<file path="config.mk">
export PLATFORM = sky130hd
export DESIGN_NAME = clock_gen_config_regs
export DESIGN_NICKNAME = d
export VERILOG_FILES = /design/src/include/cgcr_pkg.sv /design/src/hw/cgcr_out_ctrl.sv /design/src/hw/cgcr_pin_sync.sv /design/src/hw/clock_gen_config_regs.sv
export SDC_FILE = /design/constraint.sdc
export NUM_CORES = 1
export LEC_CHECK = 0
export ABC_CLOCK_PERIOD_IN_PS = 11600
export BUFFER_PORTS_ARGS = -buffer_cell sky130_fd_sc_hd__buf_2
export CAP_MARGIN = 20
export CORE_MARGIN = 3
export CORE_UTILIZATION = 48
export CTS_CLUSTER_DIAMETER = 200
export DETAILED_ROUTE_END_ITERATION = 10
export MAX_ROUTING_LAYER = met4
export PLACE_DENSITY = 0.67
export SYNTH_ARGS = -nofsm -noshare
export SYNTH_HDL_FRONTEND = slang
export SYNTH_SLANG_ARGS = --single-unit
</file>
<file path="constraint.sdc">
create_clock -name ref_clk -period 11.6 [get_ports ref_clk]
set_clock_uncertainty 0.1 [all_clocks]
set_input_delay 2.32 -clock ref_clk [delete_from_list [all_inputs] [get_ports ref_clk]]
set_output_delay 2.32 -clock ref_clk [all_outputs]
set_load 0.02 [all_outputs]
</file>
<file path="src/include/cgcr_pkg.sv">
// Constants, encodings and carrier types of the clock generator configuration bank
package cgcr_pkg;

    // ------------------------------------------------------------------
    // Register offsets (byte locations on the management bus)
    // ------------------------------------------------------------------
    localparam logic [7:0] REG_SPREAD = 8'h01;
    localparam logic [7:0] REG_SLEW = 8'h02;
    localparam logic [7:0] REG_REF = 8'h03;
    localparam logic [7:0] REG_RSVD4 = 8'h04;
    localparam logic [7:0] REG_IDENT = 8'h05;

    // ------------------------------------------------------------------
    // Values after reset and writable masks
    // ------------------------------------------------------------------
    localparam logic [7:0] RST_SPREAD = 8'h06;
    localparam logic [7:0] RST_SLEW = 8'hff;
    localparam logic [7:0] RST_REF = 8'h5f;
    localparam logic [7:0] RST_RSVD4 = 8'h40;
    localparam logic [7:0] WMASK_SPREAD = 8'h3b;
    localparam logic [7:0] WMASK_SLEW = 8'h6a;
    localparam logic [7:0] WMASK_REF = 8'hf0;

    // ------------------------------------------------------------------
    // Field positions
    // ------------------------------------------------------------------
    localparam int SPREAD_RB_LSB = 6;
    localparam int SPREAD_SW_SEL = 5;
    localparam int SPREAD_SW_LSB = 3;
    localparam int AMP_LSB = 0;
    localparam int REF_SLEW_LSB = 6;
    localparam int REF_KEEP_BIT = 5;
    localparam int REF_OE_BIT = 4;
    localparam int EDGE_BIT [0:3] = '{1, 3, 5, 6};

    // ------------------------------------------------------------------
    // Management bus constants
    // ------------------------------------------------------------------
    localparam logic [4:0] SMB_ADDR_HI = 5'h1a;
    localparam logic SMB_ADDR_LO = 1'b0;
    localparam logic [7:0] SMB_BYTE_COUNT = 8'h08;
    localparam logic [3:0] BITS_PER_BYTE = 4'h8;

    // ------------------------------------------------------------------
    // Encodings
    // ------------------------------------------------------------------
    typedef enum logic [1:0] {
        TRI_LOW = 2'b00,
        TRI_MID = 2'b01,
        TRI_HIGH = 2'b10
    } cgcr_tri_t;

    localparam logic [1:0] RB_LOW = 2'b00;
    localparam logic [1:0] RB_MID = 2'b10;
    localparam logic [1:0] RB_HIGH = 2'b11;

    typedef enum logic [1:0] {
        SPREAD_OFF = 2'b00,
        SPREAD_QUARTER = 2'b01,
        SPREAD_HALF = 2'b10
    } cgcr_spread_t;

    typedef enum logic [1:0] {
        AMP_0P60 = 2'b00,
        AMP_0P68 = 2'b01,
        AMP_0P75 = 2'b10,
        AMP_0P85 = 2'b11
    } cgcr_amp_t;

    typedef enum logic [1:0] {
        REFSLEW_1P4 = 2'b00,
        REFSLEW_2P4 = 2'b01,
        REFSLEW_3P0 = 2'b10,
        REFSLEW_3P2 = 2'b11
    } cgcr_refslew_t;

    localparam logic [1:0] STOP_LOWLOW = 2'b00;
    localparam logic [1:0] STOP_HIZ = 2'b01;
    localparam logic [1:0] STOP_HIGHLOW = 2'b10;
    localparam logic [1:0] STOP_LOWHIGH = 2'b11;

    // ------------------------------------------------------------------
    // Carrier types
    // ------------------------------------------------------------------
    typedef struct packed {
        logic start;
        logic stop;
        logic sclRise;
        logic sclFall;
        logic sda;
    } cgcr_smb_ev_t;

    typedef struct packed {
        logic sadr;
        cgcr_tri_t spreadTri;
        logic pdN;
        logic [3:0] oeN;
    } cgcr_pins_t;

    typedef struct packed {
        logic run;
        logic trueLvl;
        logic compLvl;
        logic driveEn;
    } cgcr_drive_t;

    typedef struct packed {
        cgcr_spread_t spread;
        cgcr_amp_t amplitude;
        logic [3:0] edgeFast;
        cgcr_refslew_t refEdgeSpeed;
    } cgcr_analog_t;

endpackage
</file>
<file path="src/hw/cgcr_out_ctrl.sv">
// Run/stop drive control of the four differential outputs and the reference output
`timescale 1ns/1ns
module cgcr_out_ctrl (
    // Clock and reset
    input wire logic ref_clk,
    input wire logic rst,
    // Controls
    input wire logic [3:0] diffEnable,
    input wire logic [3:0] oeSyncN,
    input wire logic pdSyncN,
    input wire logic refEnable,
    input wire logic refKeepAlive,
    input wire logic [1:0] stopState,
    // Drive results
    output cgcr_pkg::cgcr_drive_t [3:0] diffDrive,
    output cgcr_pkg::cgcr_drive_t refDrive
);
    import cgcr_pkg::*;

    typedef struct packed {
        cgcr_drive_t [3:0] diff;
        cgcr_drive_t refCk;
    } cgcr_drv_state_t;

    cgcr_drv_state_t st;
    cgcr_drv_state_t next_st;

    always_comb begin
        next_st = st;
        for (int i = 0; i < 4; i++) begin
            // Cleared enable bit overrides the pin; set bit hands control to the pin
            next_st.diff[i].run = diffEnable[i] & ~oeSyncN[i];
            next_st.diff[i].driveEn = 1'b1;
            next_st.diff[i].trueLvl = 1'b0;
            next_st.diff[i].compLvl = 1'b0;
            if (!next_st.diff[i].run) begin
                case (stopState)
                    STOP_HIZ: begin
                        next_st.diff[i].driveEn = 1'b0;
                    end
                    STOP_HIGHLOW: begin
                        next_st.diff[i].trueLvl = 1'b1;
                    end
                    STOP_LOWHIGH: begin
                        next_st.diff[i].compLvl = 1'b1;
                    end
                    default: begin
                        next_st.diff[i].trueLvl = 1'b0;
                    end
                endcase
            end
        end
        next_st.refCk.run = refEnable & (pdSyncN | refKeepAlive);
        next_st.refCk.driveEn = 1'b1;
        next_st.refCk.trueLvl = 1'b0;
        next_st.refCk.compLvl = 1'b0;
        if (!next_st.refCk.run) begin
            next_st.refCk.driveEn = (stopState != STOP_HIZ);
            next_st.refCk.trueLvl = (stopState == STOP_LOWHIGH);
        end
    end

    always_ff @(posedge ref_clk or posedge rst) begin
        if (rst) begin
            st <= '0;
        end else begin
            st <= next_st;
        end
    end

    assign diffDrive = st.diff;
    assign refDrive = st.refCk;

endmodule

</file>
<file path="src/hw/cgcr_pin_sync.sv">
// Two-stage synchronisers and start/stop/edge detection for the device pins
`timescale 1ns/1ns
module cgcr_pin_sync (
    // Clock and reset
    input wire logic ref_clk,
    input wire logic rst,
    // Raw pins
    input wire logic sclPin,
    input wire logic sdaPin,
    input wire cgcr_pkg::cgcr_pins_t rawPins,
    // Synchronised results
    output cgcr_pkg::cgcr_smb_ev_t busEv,
    output cgcr_pkg::cgcr_pins_t syncPins
);
    import cgcr_pkg::*;

    typedef struct packed {
        logic [1:0] busMeta;
        logic [1:0] busSync;
        logic [1:0] busPrev;
        cgcr_pins_t pinMeta;
        cgcr_pins_t pinSync;
    } cgcr_sync_state_t;

    cgcr_sync_state_t st;
    cgcr_sync_state_t next_st;

    always_comb begin
        next_st = st;
        next_st.busMeta = {sclPin, sdaPin};
        next_st.busSync = st.busMeta;
        next_st.busPrev = st.busSync;
        next_st.pinMeta = rawPins;
        next_st.pinSync = st.pinMeta;
    end

    always_ff @(posedge ref_clk or posedge rst) begin
        if (rst) begin
            st <= '{busMeta: 2'h3, busSync: 2'h3, busPrev: 2'h3,
                    pinMeta: '{sadr: 1'b0, spreadTri: TRI_LOW, pdN: 1'b1, oeN: 4'h0},
                    pinSync: '{sadr: 1'b0, spreadTri: TRI_LOW, pdN: 1'b1, oeN: 4'h0}};
        end else begin
            st <= next_st;
        end
    end

    // ------------------------------------------------------------------
    // Events look only at the second stage and its delayed copy
    // ------------------------------------------------------------------
    always_comb begin
        busEv.sda = st.busSync[0];
        busEv.sclRise = st.busSync[1] & ~st.busPrev[1];
        busEv.sclFall = ~st.busSync[1] & st.busPrev[1];
        busEv.start = st.busSync[1] & st.busPrev[1] & st.busPrev[0] & ~st.busSync[0];
        busEv.stop = st.busSync[1] & st.busPrev[1] & ~st.busPrev[0] & st.busSync[0];
    end

    assign syncPins = st.pinSync;

endmodule

</file>
<file path="src/hw/clock_gen_config_regs.sv">
// Configuration register bank (bytes 1 to 5) with its management-bus slave
`timescale 1ns/1ns
module clock_gen_config_regs #(
    // Identification nibbles, values arbitrary
    parameter logic [3:0] REVISION_CODE = 4'ha,
    parameter logic [3:0] VENDOR_CODE = 4'h5
) (
    // Clock and reset
    input wire logic ref_clk,
    input wire logic rst,
    // Management bus pins (open drain data)
    input wire logic sclIn,
    input wire logic sdaIn,
    output logic sdaOut,
    output logic sdaOe,
    // Strap and control pins
    input wire logic sadrPin,
    input wire cgcr_pkg::cgcr_tri_t spreadSelPin,
    input wire logic powerDownN,
    input wire logic [3:0] outEnableN,
    // Settings held by the neighbouring output-enable and stop bytes
    input wire logic [3:0] diffEnable,
    input wire logic [1:0] stopState,
    // Settings to the analog core
    output cgcr_pkg::cgcr_analog_t analogCfg,
    output cgcr_pkg::cgcr_drive_t [3:0] diffDrive,
    output cgcr_pkg::cgcr_drive_t refDrive
);
    import cgcr_pkg::*;

    // ------------------------------------------------------------------
    // Types
    // ------------------------------------------------------------------
    typedef enum logic [8:0] {
        S_IDLE = 9'b0_0000_0001,
        S_ADDR = 9'b0_0000_0010,
        S_ADDR_ACK = 9'b0_0000_0100,
        S_CMD = 9'b0_0000_1000,
        S_CMD_ACK = 9'b0_0001_0000,
        S_WDATA = 9'b0_0010_0000,
        S_WDATA_ACK = 9'b0_0100_0000,
        S_TX = 9'b0_1000_0000,
        S_TX_ACK = 9'b1_0000_0000
    } cgcr_fsm_t;

    typedef struct packed {
        cgcr_fsm_t fsm;
        logic [7:0] rx;
        logic [7:0] tx;
        logic [3:0] bitCnt;
        logic [7:0] ptr;
        logic cmdSeen;
        logic gotCount;
        logic hostAck;
        logic sdaDrive;
        logic strapTaken;
        logic [1:0] settle;
        logic sadr;
        logic [1:0] readback;
        logic [7:0] spreadReg;
        logic [7:0] slewReg;
        logic [7:0] refReg;
        cgcr_analog_t analog;
    } cgcr_state_t;

    cgcr_state_t st;
    cgcr_state_t next_st;
    cgcr_smb_ev_t ev;
    cgcr_pins_t rawPins;
    cgcr_pins_t syncPins;

    // ------------------------------------------------------------------
    // Pin synchronisation
    // ------------------------------------------------------------------
    assign rawPins = '{sadr: sadrPin, spreadTri: spreadSelPin, pdN: powerDownN,
                       oeN: outEnableN};

    cgcr_pin_sync u_sync (
        .ref_clk(ref_clk),
        .rst(rst),
        .sclPin(sclIn),
        .sdaPin(sdaIn),
        .rawPins(rawPins),
        .busEv(ev),
        .syncPins(syncPins)
    );

    // ------------------------------------------------------------------
    // Register read view
    // ------------------------------------------------------------------
    function automatic logic [7:0] readReg(input cgcr_state_t s, input logic [7:0] addr);
        logic [7:0] value;
        value = 8'h00;
        case (addr)
            REG_SPREAD: begin
                value = (s.spreadReg & WMASK_SPREAD) | (RST_SPREAD & ~WMASK_SPREAD);
                value[SPREAD_RB_LSB +: 2] = s.readback;
            end
            REG_SLEW: begin
                value = (s.slewReg & WMASK_SLEW) | (RST_SLEW & ~WMASK_SLEW);
            end
            REG_REF: begin
                value = (s.refReg & WMASK_REF) | (RST_REF & ~WMASK_REF);
            end
            REG_RSVD4: begin
                value = RST_RSVD4;
            end
            REG_IDENT: begin
                value = {REVISION_CODE, VENDOR_CODE};
            end
            default: begin
                value = 8'h00;
            end
        endcase
        return value;
    endfunction

    function automatic cgcr_spread_t decodeSpread(input logic [1:0] code);
        cgcr_spread_t amount;
        case (code)
            2'b01: begin
                amount = SPREAD_QUARTER;
            end
            2'b11: begin
                amount = SPREAD_HALF;
            end
            default: begin
                amount = SPREAD_OFF;
            end
        endcase
        return amount;
    endfunction

    // ------------------------------------------------------------------
    // Bus slave and register update
    // ------------------------------------------------------------------
    always_comb begin
        logic [7:0] rxNext;
        logic addrMatch;
        rxNext = {st.rx[6:0], ev.sda};
        addrMatch = (st.rx[7:3] == SMB_ADDR_HI) && (st.rx[2] == st.sadr)
                    && (st.rx[1] == SMB_ADDR_LO);
        next_st = st;

        // Strap levels caught once the syncs settle
        next_st.settle = {st.settle[0], 1'b1};
        if (!st.strapTaken && st.settle[1]) begin
            next_st.strapTaken = 1'b1;
            next_st.sadr = syncPins.sadr;
            case (syncPins.spreadTri)
                TRI_MID: begin
                    next_st.readback = RB_MID;
                end
                TRI_HIGH: begin
                    next_st.readback = RB_HIGH;
                end
                default: begin
                    next_st.readback = RB_LOW;
                end
            endcase
        end

        case (st.fsm)
            S_ADDR, S_CMD, S_WDATA: begin
                if (ev.sclRise && st.bitCnt < BITS_PER_BYTE) begin
                    next_st.rx = rxNext;
                    next_st.bitCnt = st.bitCnt + 4'h1;
                end else if (ev.sclFall && st.bitCnt == BITS_PER_BYTE) begin
                    next_st.bitCnt = 4'h0;
                    if (st.fsm == S_ADDR) begin
                        if (addrMatch && (!st.rx[0] || st.cmdSeen)) begin
                            next_st.fsm = S_ADDR_ACK;
                            next_st.sdaDrive = 1'b1;
                        end else begin
                            next_st.fsm = S_IDLE;
                        end
                    end else if (st.fsm == S_CMD) begin
                        next_st.ptr = st.rx;
                        next_st.cmdSeen = 1'b1;
                        next_st.fsm = S_CMD_ACK;
                        next_st.sdaDrive = 1'b1;
                    end else begin
                        next_st.fsm = S_WDATA_ACK;
                        next_st.sdaDrive = 1'b1;
                        if (!st.gotCount) begin
                            next_st.gotCount = 1'b1;
                        end else begin
                            case (st.ptr)
                                REG_SPREAD: begin
                                    next_st.spreadReg = st.rx & WMASK_SPREAD;
                                end
                                REG_SLEW: begin
                                    next_st.slewReg = st.rx & WMASK_SLEW;
                                end
                                REG_REF: begin
                                    next_st.refReg = st.rx & WMASK_REF;
                                end
                                default: begin
                                    next_st.ptr = st.ptr;
                                end
                            endcase
                            next_st.ptr = st.ptr + 8'h01;
                        end
                    end
                end
            end
            S_ADDR_ACK: begin
                if (ev.sclFall) begin
                    if (st.rx[0]) begin
                        next_st.fsm = S_TX;
                        next_st.tx = SMB_BYTE_COUNT;
                        next_st.sdaDrive = ~SMB_BYTE_COUNT[7];
                    end else begin
                        next_st.fsm = S_CMD;
                        next_st.sdaDrive = 1'b0;
                    end
                end
            end
            S_CMD_ACK: begin
                if (ev.sclFall) begin
                    next_st.fsm = S_WDATA;
                    next_st.gotCount = 1'b0;
                    next_st.sdaDrive = 1'b0;
                end
            end
            S_WDATA_ACK: begin
                if (ev.sclFall) begin
                    next_st.fsm = S_WDATA;
                    next_st.sdaDrive = 1'b0;
                end
            end
            S_TX: begin
                if (ev.sclFall) begin
                    if (st.bitCnt == BITS_PER_BYTE - 4'h1) begin
                        next_st.bitCnt = 4'h0;
                        next_st.fsm = S_TX_ACK;
                        next_st.sdaDrive = 1'b0;
                    end else begin
                        next_st.bitCnt = st.bitCnt + 4'h1;
                        next_st.tx = {st.tx[6:0], 1'b0};
                        next_st.sdaDrive = ~st.tx[6];
                    end
                end
            end
            S_TX_ACK: begin
                if (ev.sclRise) begin
                    next_st.hostAck = ~ev.sda;
                end else if (ev.sclFall) begin
                    if (st.hostAck) begin
                        next_st.tx = readReg(st, st.ptr);
                        next_st.sdaDrive = ~next_st.tx[7];
                        next_st.ptr = st.ptr + 8'h01;
                        next_st.fsm = S_TX;
                    end else begin
                        next_st.fsm = S_IDLE;
                    end
                end
            end
            default: begin
                next_st.fsm = S_IDLE;
                next_st.sdaDrive = 1'b0;
            end
        endcase

        // Start and stop override any phase; a repeated start keeps the pointer
        if (ev.stop) begin
            next_st.fsm = S_IDLE;
            next_st.sdaDrive = 1'b0;
            next_st.cmdSeen = 1'b0;
        end else if (ev.start) begin
            next_st.fsm = S_ADDR;
            next_st.bitCnt = 4'h0;
            next_st.sdaDrive = 1'b0;
        end

        // ------------------------------------------------------------------
        // Analog settings; registered so that the core sees glitch-free levels
        // ------------------------------------------------------------------
        // Software code only steers spread while the select bit is set
        if (st.spreadReg[SPREAD_SW_SEL]) begin
            next_st.analog.spread = decodeSpread(st.spreadReg[SPREAD_SW_LSB +: 2]);
        end else begin
            next_st.analog.spread = decodeSpread(st.readback);
        end
        next_st.analog.amplitude = cgcr_amp_t'(st.spreadReg[AMP_LSB +: 2]);
        for (int i = 0; i < 4; i++) begin
            next_st.analog.edgeFast[i] = st.slewReg[EDGE_BIT[i]];
        end
        next_st.analog.refEdgeSpeed = cgcr_refslew_t'(st.refReg[REF_SLEW_LSB +: 2]);
    end

    always_ff @(posedge ref_clk or posedge rst) begin
        if (rst) begin
            st <= '{fsm: S_IDLE, rx: 8'h00, tx: 8'h00, bitCnt: 4'h0, ptr: 8'h00,
                    cmdSeen: 1'b0, gotCount: 1'b0, hostAck: 1'b0, sdaDrive: 1'b0,
                    strapTaken: 1'b0, settle: 2'h0, sadr: 1'b0, readback: RB_LOW,
                    spreadReg: RST_SPREAD & WMASK_SPREAD,
                    slewReg: RST_SLEW & WMASK_SLEW,
                    refReg: RST_REF & WMASK_REF,
                    analog: '{spread: SPREAD_OFF, amplitude: AMP_0P75,
                              edgeFast: 4'hf, refEdgeSpeed: REFSLEW_2P4}};
        end else begin
            st <= next_st;
        end
    end

    // ------------------------------------------------------------------
    // Output drive control
    // ------------------------------------------------------------------
    cgcr_out_ctrl u_out (
        .ref_clk(ref_clk),
        .rst(rst),
        .diffEnable(diffEnable),
        .oeSyncN(syncPins.oeN),
        .pdSyncN(syncPins.pdN),
        .refEnable(st.refReg[REF_OE_BIT]),
        .refKeepAlive(st.refReg[REF_KEEP_BIT]),
        .stopState(stopState),
        .diffDrive(diffDrive),
        .refDrive(refDrive)
    );

    // Open drain: only ever pull low
    assign sdaOut = 1'b0;
    assign sdaOe = st.sdaDrive;
    assign analogCfg = st.analog;

endmodule

</file>
==> impl.org, run 1 <==
** Status
- Run status :: finished, final reports clean

** Worst setup path
- The endpoint identified for the worst register-to-register timing path is st[49].
- Req. time, crit path :: 9.18 ns
- In this run the worst path has a maximum fanout of 1.
- Type of origin of the critical path :: flip-flop
- The kind of cell with the highest combined delay along the critical path is flip-flops.
- The critical path in this run is classified as flip-flop to output pin.
- In this run the critical register-to-register path is launched from st[77].
- Register-to-Register Path Depth :: 6
- Slack of the worst reg-to-reg path :: 8.51 ns
- The largest individual stage delay along the critical path comes from the cell sky130_fd_sc_hd__dfstp_2.
- Critical path, cell by cell :: buf_2
- In this design, the stage delay of the slowest critical-path cell is 0.53 ns.
- Data arrives at the worst endpoint at 1.06 ns.
- Worst path buffer plus inverter count :: 1
- STA classifies the critical path endpoint as an output pin.

** STA
- Setup repair after global routing left no endpoint under its margin.
- Post-route worst hold slack :: 0.253 ns
- Based on the critical path, the design can be clocked at up to 0.287 GHz.
- For the finished layout, the period the worst path requires is 3.48 ns.
- Post-route setup TNS :: 0 ns
- # setup viols final :: 0
- For the pin with the worst max-slew slack, the measured transition is 0.901 ns.
- Slew HR :: 0.399
- The total count of max-transition violations in the final report was 0.
- Final cycle utilization of the critical path :: 0.300
- Final hold vios :: 0
- Once routing completed, OpenROAD measured the worst setup slack at 8.12 ns.

** Layout
- Fill cell instance count of the final layout :: 894
- Post-layout net count :: 523
- Share of cells above drive strength 1 :: 0.254
- The number of antenna diodes in the final layout is 0.
- After routing the design area is 5540 sq um.
- Layout overhead on the synthesized area :: 8.71%

** Power and ir drop
- IR analysis of the VDD net gives a maximum drop of 0.0000687 V.
- Static leakage :: 2.43 nW
- Areal power density over the cells :: 120 nW/um^2
- Overall power consumption :: 0.000664 W

** Placed design
- The HPWL after detailed placement is 7660 microns.
- Input and output buffers added on the ports amount to 47.
- Timing analysis after detailed placement gives a worst setup slack of 7.81 ns.
- Global placement routability congestion :: 0.885
- Instance area after placement :: 5330 sq um

** Clocking
- Post-cts sizing count :: 0
- Maximum level of the CTS H-tree :: 3
- Clock network latency to the later pin of the worst-skew pair :: 0.38 ns
- After clock tree synthesis, the clock-pin slew on the worst setup and hold paths is 0.11 ns.
- Master cell of the clock root buffer :: sky130_fd_sc_hd__clkbuf_8
- CTS tree :: done
- Once the clock tree was built, the setup fixing pass inserted 0 buffers.
- Post-cts hold buffer count :: 0
- Clock tree synthesis found a total of 110 sinks.
- Counting along the longest clock path gives a buffer depth of 2.
- Buffers inserted during clock tree synthesis total 9.

** Global route
- Summed over all layers, the global routing overflow is 0.
- Largest net degree at the start of global routing :: 60
- Global-route wire length before repair :: 17900 microns
- Vias in the first global route :: 3505
- The number of antenna violations at the first check in global routing was 0.
- Overall global routing resource usage :: 0.198

** Logic synthesis
- In this run, synthesis produced a sequential element count of 110.
- Of all flip-flops after synthesis, the portion carrying an async set or reset was 1.00.
- Summed instance area of the synthesized netlist :: 5100 sq um
- Synthesis produced 468 cells.
- For this run, the number of Yosys warnings is 0.
- The average instance in the mapped netlist occupies 10.9 sq um.
- Predominant post-synthesis flop cell :: sky130_fd_sc_hd__dfrtp_1
- Yosys mapped a number of flops with a built-in enable equal to 0.
- Sequential cell area fraction in the yosys report :: 0.545
- Count of different cell masters after synthesis :: 70

** Floorplanning
- Initial cell density of the core :: 0.508
- Core outline area :: 10000 sq um
- Chip Height :: 109 microns
- In this run the core area contains 36 standard-cell rows.
- The die is 109 microns wide.
- 50 I/O pins were placed.
- Total Die Area :: 11900 sq um

** Route
- Number of vias in the routed layout :: 3653
- After detailed routing, the number of vias per cell comes to 5.74.
- In the routed design, unresolved DRC markers number 0.
- Post-DRT Antenna Nets :: 0
- Before antenna repair, the detailed router went through 4 iterations.
- Iteration-0 DRC Markers :: 191
- Average wire length per cell after detail routing :: 16.6 microns
- Wire length after detailed routing :: 10600 microns

** Worst hold path
- Min-delay worst type :: flip-flop to flip-flop
- The path with the worst hold slack has its endpoint at u_sync.syncPins[4].
- Along the worst hold path, the cell count comes to 0.
- The startpoint identified for the worst hold timing path is u_sync.next_st[4].

** Job
- Max-cap violations in this run came to 0.
-- registers in the layout, indices dropped and copies added (netlist names) --
signal	cells
u_sync.busEv	1
next_st	9
sdaOe	1
u_sync.syncPins	8
u_out.refDrive	3
u_out.diffDrive	16
analogCfg	10
u_sync.next_st	11
u_sync.st	2
st	49
-- cells in the mapped netlist (2+ instances only) --
| cell | count | share of area |
|---|---|---|
| sky130_fd_sc_hd__a2bb2oi_1 | 2 | 0.0034 |
| sky130_fd_sc_hd__buf_6 | 2 | 0.0044 |
| sky130_fd_sc_hd__a32o_1 | 5 | 0.0098 |
| sky130_fd_sc_hd__clkbuf_1 | 12 | 0.0088 |
| sky130_fd_sc_hd__dfstp_2 | 22 | 0.11 |
| sky130_fd_sc_hd__nor4_1 | 3 | 0.0037 |
| sky130_fd_sc_hd__conb_1 | 2 | 0.0015 |
| sky130_fd_sc_hd__nand4_1 | 4 | 0.0049 |
| sky130_fd_sc_hd__nand3b_1 | 2 | 0.0029 |
| sky130_fd_sc_hd__a21oi_1 | 21 | 0.021 |
| sky130_fd_sc_hd__or2_2 | 7 | 0.0086 |
| sky130_fd_sc_hd__mux2_2 | 20 | 0.044 |
| sky130_fd_sc_hd__o211ai_1 | 3 | 0.0044 |
| sky130_fd_sc_hd__or3b_2 | 2 | 0.0034 |
| sky130_fd_sc_hd__ha_1 | 7 | 0.017 |
| sky130_fd_sc_hd__nand2_1 | 31 | 0.023 |
| sky130_fd_sc_hd__nand2b_1 | 13 | 0.016 |
| sky130_fd_sc_hd__nor3_1 | 9 | 0.0088 |
| sky130_fd_sc_hd__nor2_1 | 40 | 0.029 |
| sky130_fd_sc_hd__o21a_1 | 5 | 0.0074 |
| sky130_fd_sc_hd__nor2b_1 | 9 | 0.011 |
| sky130_fd_sc_hd__or3_1 | 5 | 0.0061 |
| sky130_fd_sc_hd__buf_4 | 13 | 0.019 |
| sky130_fd_sc_hd__o21bai_1 | 2 | 0.0029 |
| sky130_fd_sc_hd__a221oi_1 | 3 | 0.0052 |
| sky130_fd_sc_hd__a21o_1 | 4 | 0.0059 |
| sky130_fd_sc_hd__o22ai_1 | 2 | 0.0025 |
| sky130_fd_sc_hd__o21ai_0 | 31 | 0.030 |
| sky130_fd_sc_hd__and3_1 | 6 | 0.0074 |
| sky130_fd_sc_hd__inv_1 | 13 | 0.0096 |
| sky130_fd_sc_hd__o21ai_1 | 2 | 0.0020 |
| sky130_fd_sc_hd__nor4b_1 | 2 | 0.0034 |
| sky130_fd_sc_hd__nand3_1 | 12 | 0.012 |
| sky130_fd_sc_hd__xnor2_1 | 6 | 0.010 |
| sky130_fd_sc_hd__xor2_1 | 3 | 0.0052 |
| sky130_fd_sc_hd__a31oi_1 | 7 | 0.0086 |
| sky130_fd_sc_hd__or4_1 | 3 | 0.0044 |
| sky130_fd_sc_hd__and4_1 | 2 | 0.0034 |
| sky130_fd_sc_hd__buf_2 | 3 | 0.0029 |
| sky130_fd_sc_hd__dfrtp_1 | 88 | 0.43 |
| sky130_fd_sc_hd__a22oi_1 | 7 | 0.010 |
| sky130_fd_sc_hd__mux2i_1 | 5 | 0.0098 |
-- worst max-delay path by stage --
stage                 startpoint           end  cells past startpoint
global placement             rst  analogCfg[6]                      3
global route        analogCfg[5]  analogCfg[5]                      1
finish              analogCfg[5]  analogCfg[5]                      1
detailed placement           rst        st[15]                      3
CTS                 analogCfg[5]  analogCfg[5]                      1
floorplan                    rst  analogCfg[1]                      1
-- worst reg2reg max path, stage by stage (launching register included) --
cell and delay, ns:
sky130_fd_sc_hd__dfrtp_1 0.59, sky130_fd_sc_hd__nor3_1 0.64, sky130_fd_sc_hd__and4_1 0.53, sky130_fd_sc_hd__o21ai_0 0.25, sky130_fd_sc_hd__a21oi_1 0.55, sky130_fd_sc_hd__a31oi_1 0.16
sky130_fd_sc_hd__a21o_1 0.18
-- through the flow --
step	util	std cells
after global routing	0.552	636
after CTS	0.552	636
final	0.552	636
after detailed placement	0.531	620
after floorplan	-	469
after global placement	0.531	620
-- layout by cell type (no fill, tap or decap), drive strengths merged, types with 12 or more instances in the layout --
master and n:
a21oi 23, buf 48, dfrtp 88, dfstp 22
inv 15, mux2 20, nand2 31, nand2b 13
nand3 12, nor2 40, o21ai 34
-- layout make-up --
class | count | area [sq um] | area share
clock inverter | 7 | 85.1 | 0.0153
sequential | 110 | 2780 | 0.502
tap | 133 | 166 | 0.0300
timing repair buffer | 48 | 243 | 0.0438
clock buffer | 9 | 124 | 0.0223
inverter | 13 | 51.3 | 0.00926
multi-input combinational | 316 | 2090 | 0.378
-- metal layers --
metal,wire (microns),track usage,vias to the layer above
met1,4850,0.283,1831
met2,5030,0.291,97
met5,0,-,-
met3,534,0.0343,15
li1,-,-,1710
met4,159,0.0568,0
-- cells by family (layout without fill, tap and decap cells) --
group,count (synthesis),in the layout,synth area share
multiplexers,25,25,0.0540
AND/OR/NAND/NOR,161,161,0.172
XOR/XNOR,9,9,0.0155
adder cells (fa/ha/maj),7,7,0.0172
flip-flops,110,110,0.545
other,2,3,0.00147
buffers and inverters,43,77,0.0449
AO/OA/AOI/OAI,111,111,0.150
-- power by group --
| group | internal [W] | switching [W] | total [W] |
|---|---|---|---|
| clock network | 0.0000868 | 0.000145 | 0.000232 |
| logic | 0.00000999 | 0.0000223 | 0.0000323 |
| registers | 0.000394 | 0.00000533 | 0.000400 |
| total | 0.000491 | 0.000173 | 0.000664 |
No activity file was read; power rests on OpenSTA's default activity.
==> run 2, diff against run 1 <==
--- a/config.mk
+++ b/config.mk
@@ -5,7 +5,8 @@
 export SDC_FILE = /design/constraint.sdc
 export NUM_CORES = 1
 export LEC_CHECK = 0
-export ABC_CLOCK_PERIOD_IN_PS = 11600
+export ABC_AREA = 1
+export ABC_CLOCK_PERIOD_IN_PS = 3000
 export BUFFER_PORTS_ARGS = -buffer_cell sky130_fd_sc_hd__buf_2
 export CAP_MARGIN = 20
 export CORE_MARGIN = 3
@@ -13,7 +14,7 @@
 export CTS_CLUSTER_DIAMETER = 200
 export DETAILED_ROUTE_END_ITERATION = 10
 export MAX_ROUTING_LAYER = met4
-export PLACE_DENSITY = 0.67
+export PLACE_DENSITY = 0.69
 export SYNTH_ARGS = -nofsm -noshare
 export SYNTH_HDL_FRONTEND = slang
 export SYNTH_SLANG_ARGS = --single-unit
==> constraint.sdc (replaced) <==
create_clock -name ref_clk -period 3 [get_ports ref_clk]
set_clock_uncertainty 0.1 [all_clocks]
set_input_delay 0.6 -clock ref_clk [delete_from_list [all_inputs] [get_ports ref_clk]]
set_output_delay 0.6 -clock ref_clk [all_outputs]
set_load 0.02 [all_outputs]
==> run 2 against run 1 <==
- critical path depth up 10
- area after synthesis is 2.9% higher
- register-to-register slack worse by 7.8 ns
- non-clock buffer count up 2
- cell area up 4.6%
- combinational power rose to 5.6 times the previous value
- largest cell class unchanged
==> impl.org, run 2 <==
** Global route
- Antenna violations before repair :: 0 (unchanged)
- The via count of the first global-routing pass came to 4210 (+20%).
- The aggregate global-route resource usage came to 0.213 (+0.0150).
- Largest net degree at the start of global routing :: 67 (+12%)
- Global route overflow :: 0 (unchanged)
- Global-route wire length before repair :: 20500 microns (+14%)

** Worst setup path
- The worst reg-to-reg path cell count is 11 (+5).
- The delay of the slowest critical-path stage came to 0.49 ns (-0.04 ns).
- Slack of the worst reg-to-reg path :: 0.67 ns (-7.84 ns)
- The data arrival at the endpoint of the critical path is 2.56 ns (+1.50 ns).
- Req. time, crit path :: 3.23 ns (-5.95 ns)
- Endpoint of the lowest-slack register-to-register path :: st[51]
- The worst setup path is launched from a flip-flop.
- The count of cell instances traversed by the critical path was 11 (+10).
- The critical path is of the flip-flop to flip-flop type.
- The maximum fanout count along the critical path was 15 (+14).
- Critical path capture point type :: flip-flop
- The most numerous cell type found on the critical path is sky130_fd_sc_hd__nor2_1.
- In this run the worst setup path begins at st[80].
- Following the worst setup path forward leads to its endpoint at st[51].
- Slowest cell on the critical path :: sky130_fd_sc_hd__dfrtp_1
- Walking the worst path, the cells encountered are inv_2, nand3_1, nor2_1, nand2_2, inv_1, nor2_1, nand2_1, o21ai_0, nor2_1, nand3_1, nand2_1.
- Launch instance of the worst register-to-register path :: st[80]
- Broken down by cell family, the worst path's largest delay share belongs to simple AND/OR/NAND/NOR gates.
- Worst path buffer plus inverter count :: 2 (+1)

** Floorplanning
- The placeable core region is 10500 sq um (+4.2%).
- Die width :: 111 microns (+1.4%)
- The y dimension of the die is 111 microns (+1.4%).
- The number of rows in the core area is 37 (+2.8%).
- The initial cell density of the core was 0.502 (-0.00604).
- Total Die Area :: 12200 sq um (+2.8%)
- Number of primary I/O pins :: 50 (unchanged)

** Layout
- Fill cell instance count of the final layout :: 1000 (+12%)
- The total inserted antenna cells was 0 (unchanged).
- The final instance area is 5800 sq um (+4.6%).
- Largest register by flop count :: st
- Layout overhead on the synthesized area :: 10.5%
- Largest register FFs :: 49 (unchanged)
- Leading cell type in the layout, fill and taps excluded :: sky130_fd_sc_hd__nand2_1
- Commonest cells after routing, fill and taps aside :: 178 x sky130_fd_sc_hd__nand2_1, 88 x sky130_fd_sc_hd__dfrtp_1, 75 x sky130_fd_sc_hd__inv_1, 75 x sky130_fd_sc_hd__nor2_1, 54 x sky130_fd_sc_hd__nand3_1
- Share of cells above drive strength 1 :: 0.161 (-0.0936)
- The number of nets at the end of the flow is 710 (+36%).

** Job
- Max-cap violation count :: 0 (unchanged)

** Clocking
- The CTS buffer count is 9 (unchanged).
- Clock network latency to the later pin of the worst-skew pair :: 0.38 ns (about the same)
- Clk slew on worst S/H paths :: 0.11 ns (about the same)
- Master cell of the clock root buffer :: sky130_fd_sc_hd__clkbuf_8
- The number of cells upsized or downsized after cts came to 0 (unchanged).
- Number of post-CTS setup repair buffers :: 0 (unchanged)
- The TritonCTS sink count is 110 (unchanged).
- The number of H-tree branching levels came to 3 (unchanged).
- The count of hold-fix buffers inserted at cts came to 0 (unchanged).
- CTS tree :: done
- The maximum count of clock buffers along a single path was 2 (unchanged).

** STA
- # setup viols final :: 0 (unchanged)
- Post-route setup TNS :: 0 ns (unchanged)
- Setup repair after global routing left no endpoint under its margin.
- The smallest hold slack came to 0.0711 ns (-0.182 ns).
- The total count of max-transition violations in the final report came to 0 (unchanged).
- The clock period could shrink to 2.33 ns.
- Slew at the pin with the worst max-slew slack :: 0.575 ns (-0.326 ns)
- Slew HR :: 0.615 (+0.216)
- Dividing the final minimum period by the clock period gives 0.777.
- Maximum clock frequency :: 0.429 GHz
- Final hold vios :: 0 (unchanged)

** Placed design
- HPWL after DPL :: 9070 microns (+18%)
- The instance area at placement came to 5570 sq um (+4.4%).
- Global placement routability congestion :: 0.985 (+11%)
- Number of buffers inserted by port buffering :: 47 (unchanged)

** Logic synthesis
- The commonest cells after synthesis are 178 x sky130_fd_sc_hd__nand2_1, 88 x sky130_fd_sc_hd__dfrtp_1, 76 x sky130_fd_sc_hd__inv_1.
- Summed instance area of the synthesized netlist :: 5250 sq um (+2.9%)
- The count of different cell masters after synthesis is 35 (-50%).
- Area contributors post-synth :: sky130_fd_sc_hd__dfrtp_1 42%, sky130_fd_sc_hd__nand2_1 13%, sky130_fd_sc_hd__dfstp_2 11%, sky130_fd_sc_hd__inv_1 5.4%, sky130_fd_sc_hd__nor2_1 5.4%
- The post-synthesis instance total is 642 (+37%).
- Sequential cell area fraction in the yosys report :: 0.530 (-0.0155)
- Share of synthesized flip-flops with an asynchronous set or reset :: 1.00 (unchanged)
- Predominant post-synthesis flop cell :: sky130_fd_sc_hd__dfrtp_1
- The portion of synthesized cell area occupied by the leading cell type is 0.420 (-0.0123).
- The post-synthesis register bit count is 110 (unchanged).
- YS warnings :: 0 (unchanged)
- Syn_area_per_cell :: 8.17 sq um (-25%)
- Biggest area consumer among synthesized cells :: sky130_fd_sc_hd__dfrtp_1
- Most repeated cell in the gate-level netlist after synthesis :: sky130_fd_sc_hd__nand2_1
- Number of synthesized flops with an enable pin :: 0 (unchanged)

** Route
- The post-route antenna net violation count is 0 (unchanged).
- The ratio of routed vias to standard cells is 5.27 (-8.3%).
- The detailed-router iteration count before antenna repair came to 5 (+1).
- The mean routed wirelength per cell is 14.7 microns (-12%).
- Iteration-0 DRC Markers :: 482 (+150%)
- The post-detailed-routing wire length came to 12100 microns (+15%).
- The remaining design rule violation count is 0 (unchanged).
- The number of vias after detailed routing is 4349 (+19%).

** Power and ir drop
- Peak supply drop :: 0.000367 V (+430%)
- Areal power density over the cells :: 480 nW/um^2 (+300%)
- Static leakage :: 2.94 nW (+21%)

** Worst hold path
- The min-delay analysis places its worst path in the category primary input to asynchronous set/reset pin.

** Status
- The flow ran to the end, and the final reports show no timing, DRC or antenna violations.
[run 2: changes by cell type in the layout (fill, tap and decap cells not counted), moves of 7 or more]
cell	change
sky130_fd_sc_hd__inv_1	+63
sky130_fd_sc_hd__a22oi_1	-7
sky130_fd_sc_hd__nand2_1	+147
sky130_fd_sc_hd__nand4_1	+9
sky130_fd_sc_hd__nand2b_1	-13
sky130_fd_sc_hd__nor2_1	+35
sky130_fd_sc_hd__o21ai_0	+13
sky130_fd_sc_hd__nor2b_1	-9
sky130_fd_sc_hd__mux2_2	-18
sky130_fd_sc_hd__nand3_1	+42
[run 2: how the worst min path moves through the flow]
stage	endpoint	slack [ns]	depth (start not counted)
after floorplan	st[38]	0.23	0
after global placement	st[38]	0.23	0
after detailed placement	u_sync.syncPins[0]	0.24	0
after CTS	st[39]	0.05	2
after global routing	st[39]	0.05	2
final	st[39]	0.07	2
[run 2: cell type report]
type                    count  area (sq um)  share of cell area
inverters                  79           305              0.0526
well taps                 136           170              0.0293
repair buffers             50           270              0.0466
clock inverters             4          77.6              0.0134
clock buffers              12           155              0.0268
multi-input cells         435          2040               0.352
flip-flops and latches    110          2780               0.479
[run 2: power breakdown]
group | total [W] | internal (W) | switching, W
clock network | 0.00102 | 0.000521 | 0.000503
logic | 0.000182 | 0.0000589 | 0.000123
registers | 0.00158 | 0.00154 | 0.0000357
[run 2: worst register-to-register path: cells and delay by family (launching register included)]
| kind | cells | cell delay [ns] |
|---|---|---|
| compound gates | 1 | 0.08 |
| buf+inv | 2 | 0.38 |
| flops | 1 | 0.49 |
| simple gates | 8 | 1.22 |
[run 2: cell families after synthesis]
logic type / share of synthesized area
XOR/XNOR: 0.00835
AND/OR/NAND/NOR: 0.283
multiplexers: 0.00429
AO/OA/AOI/OAI: 0.0742
adder cells (fa/ha/maj): 0.0167
flip-flops: 0.530
other: 0.00143
buffers and inverters: 0.0820
[run 2: through the flow]
step / utilization / std cells / setup WS [ns] / total power (W)
floorplan: - / 643 / 0.988 / 0.00172
global placement: 0.532 / 810 / 0.811 / 0.00178
detailed placement: 0.532 / 810 / 0.740 / 0.00179
CTS: 0.554 / 826 / 0.711 / 0.00282
global route: 0.554 / 826 / 0.332 / 0.00291
finish: 0.554 / 826 / 0.668 / 0.00278
[run 2: layer usage]
layer / GRT usage / wire [microns] / up-vias
met1: 0.296 / 5810 / 2064
met5: - / 0 / -
met2: 0.313 / 5410 / 152
li1: - / - / 2106
met3: 0.0499 / 679 / 27
met4: 0.0624 / 227 / 0
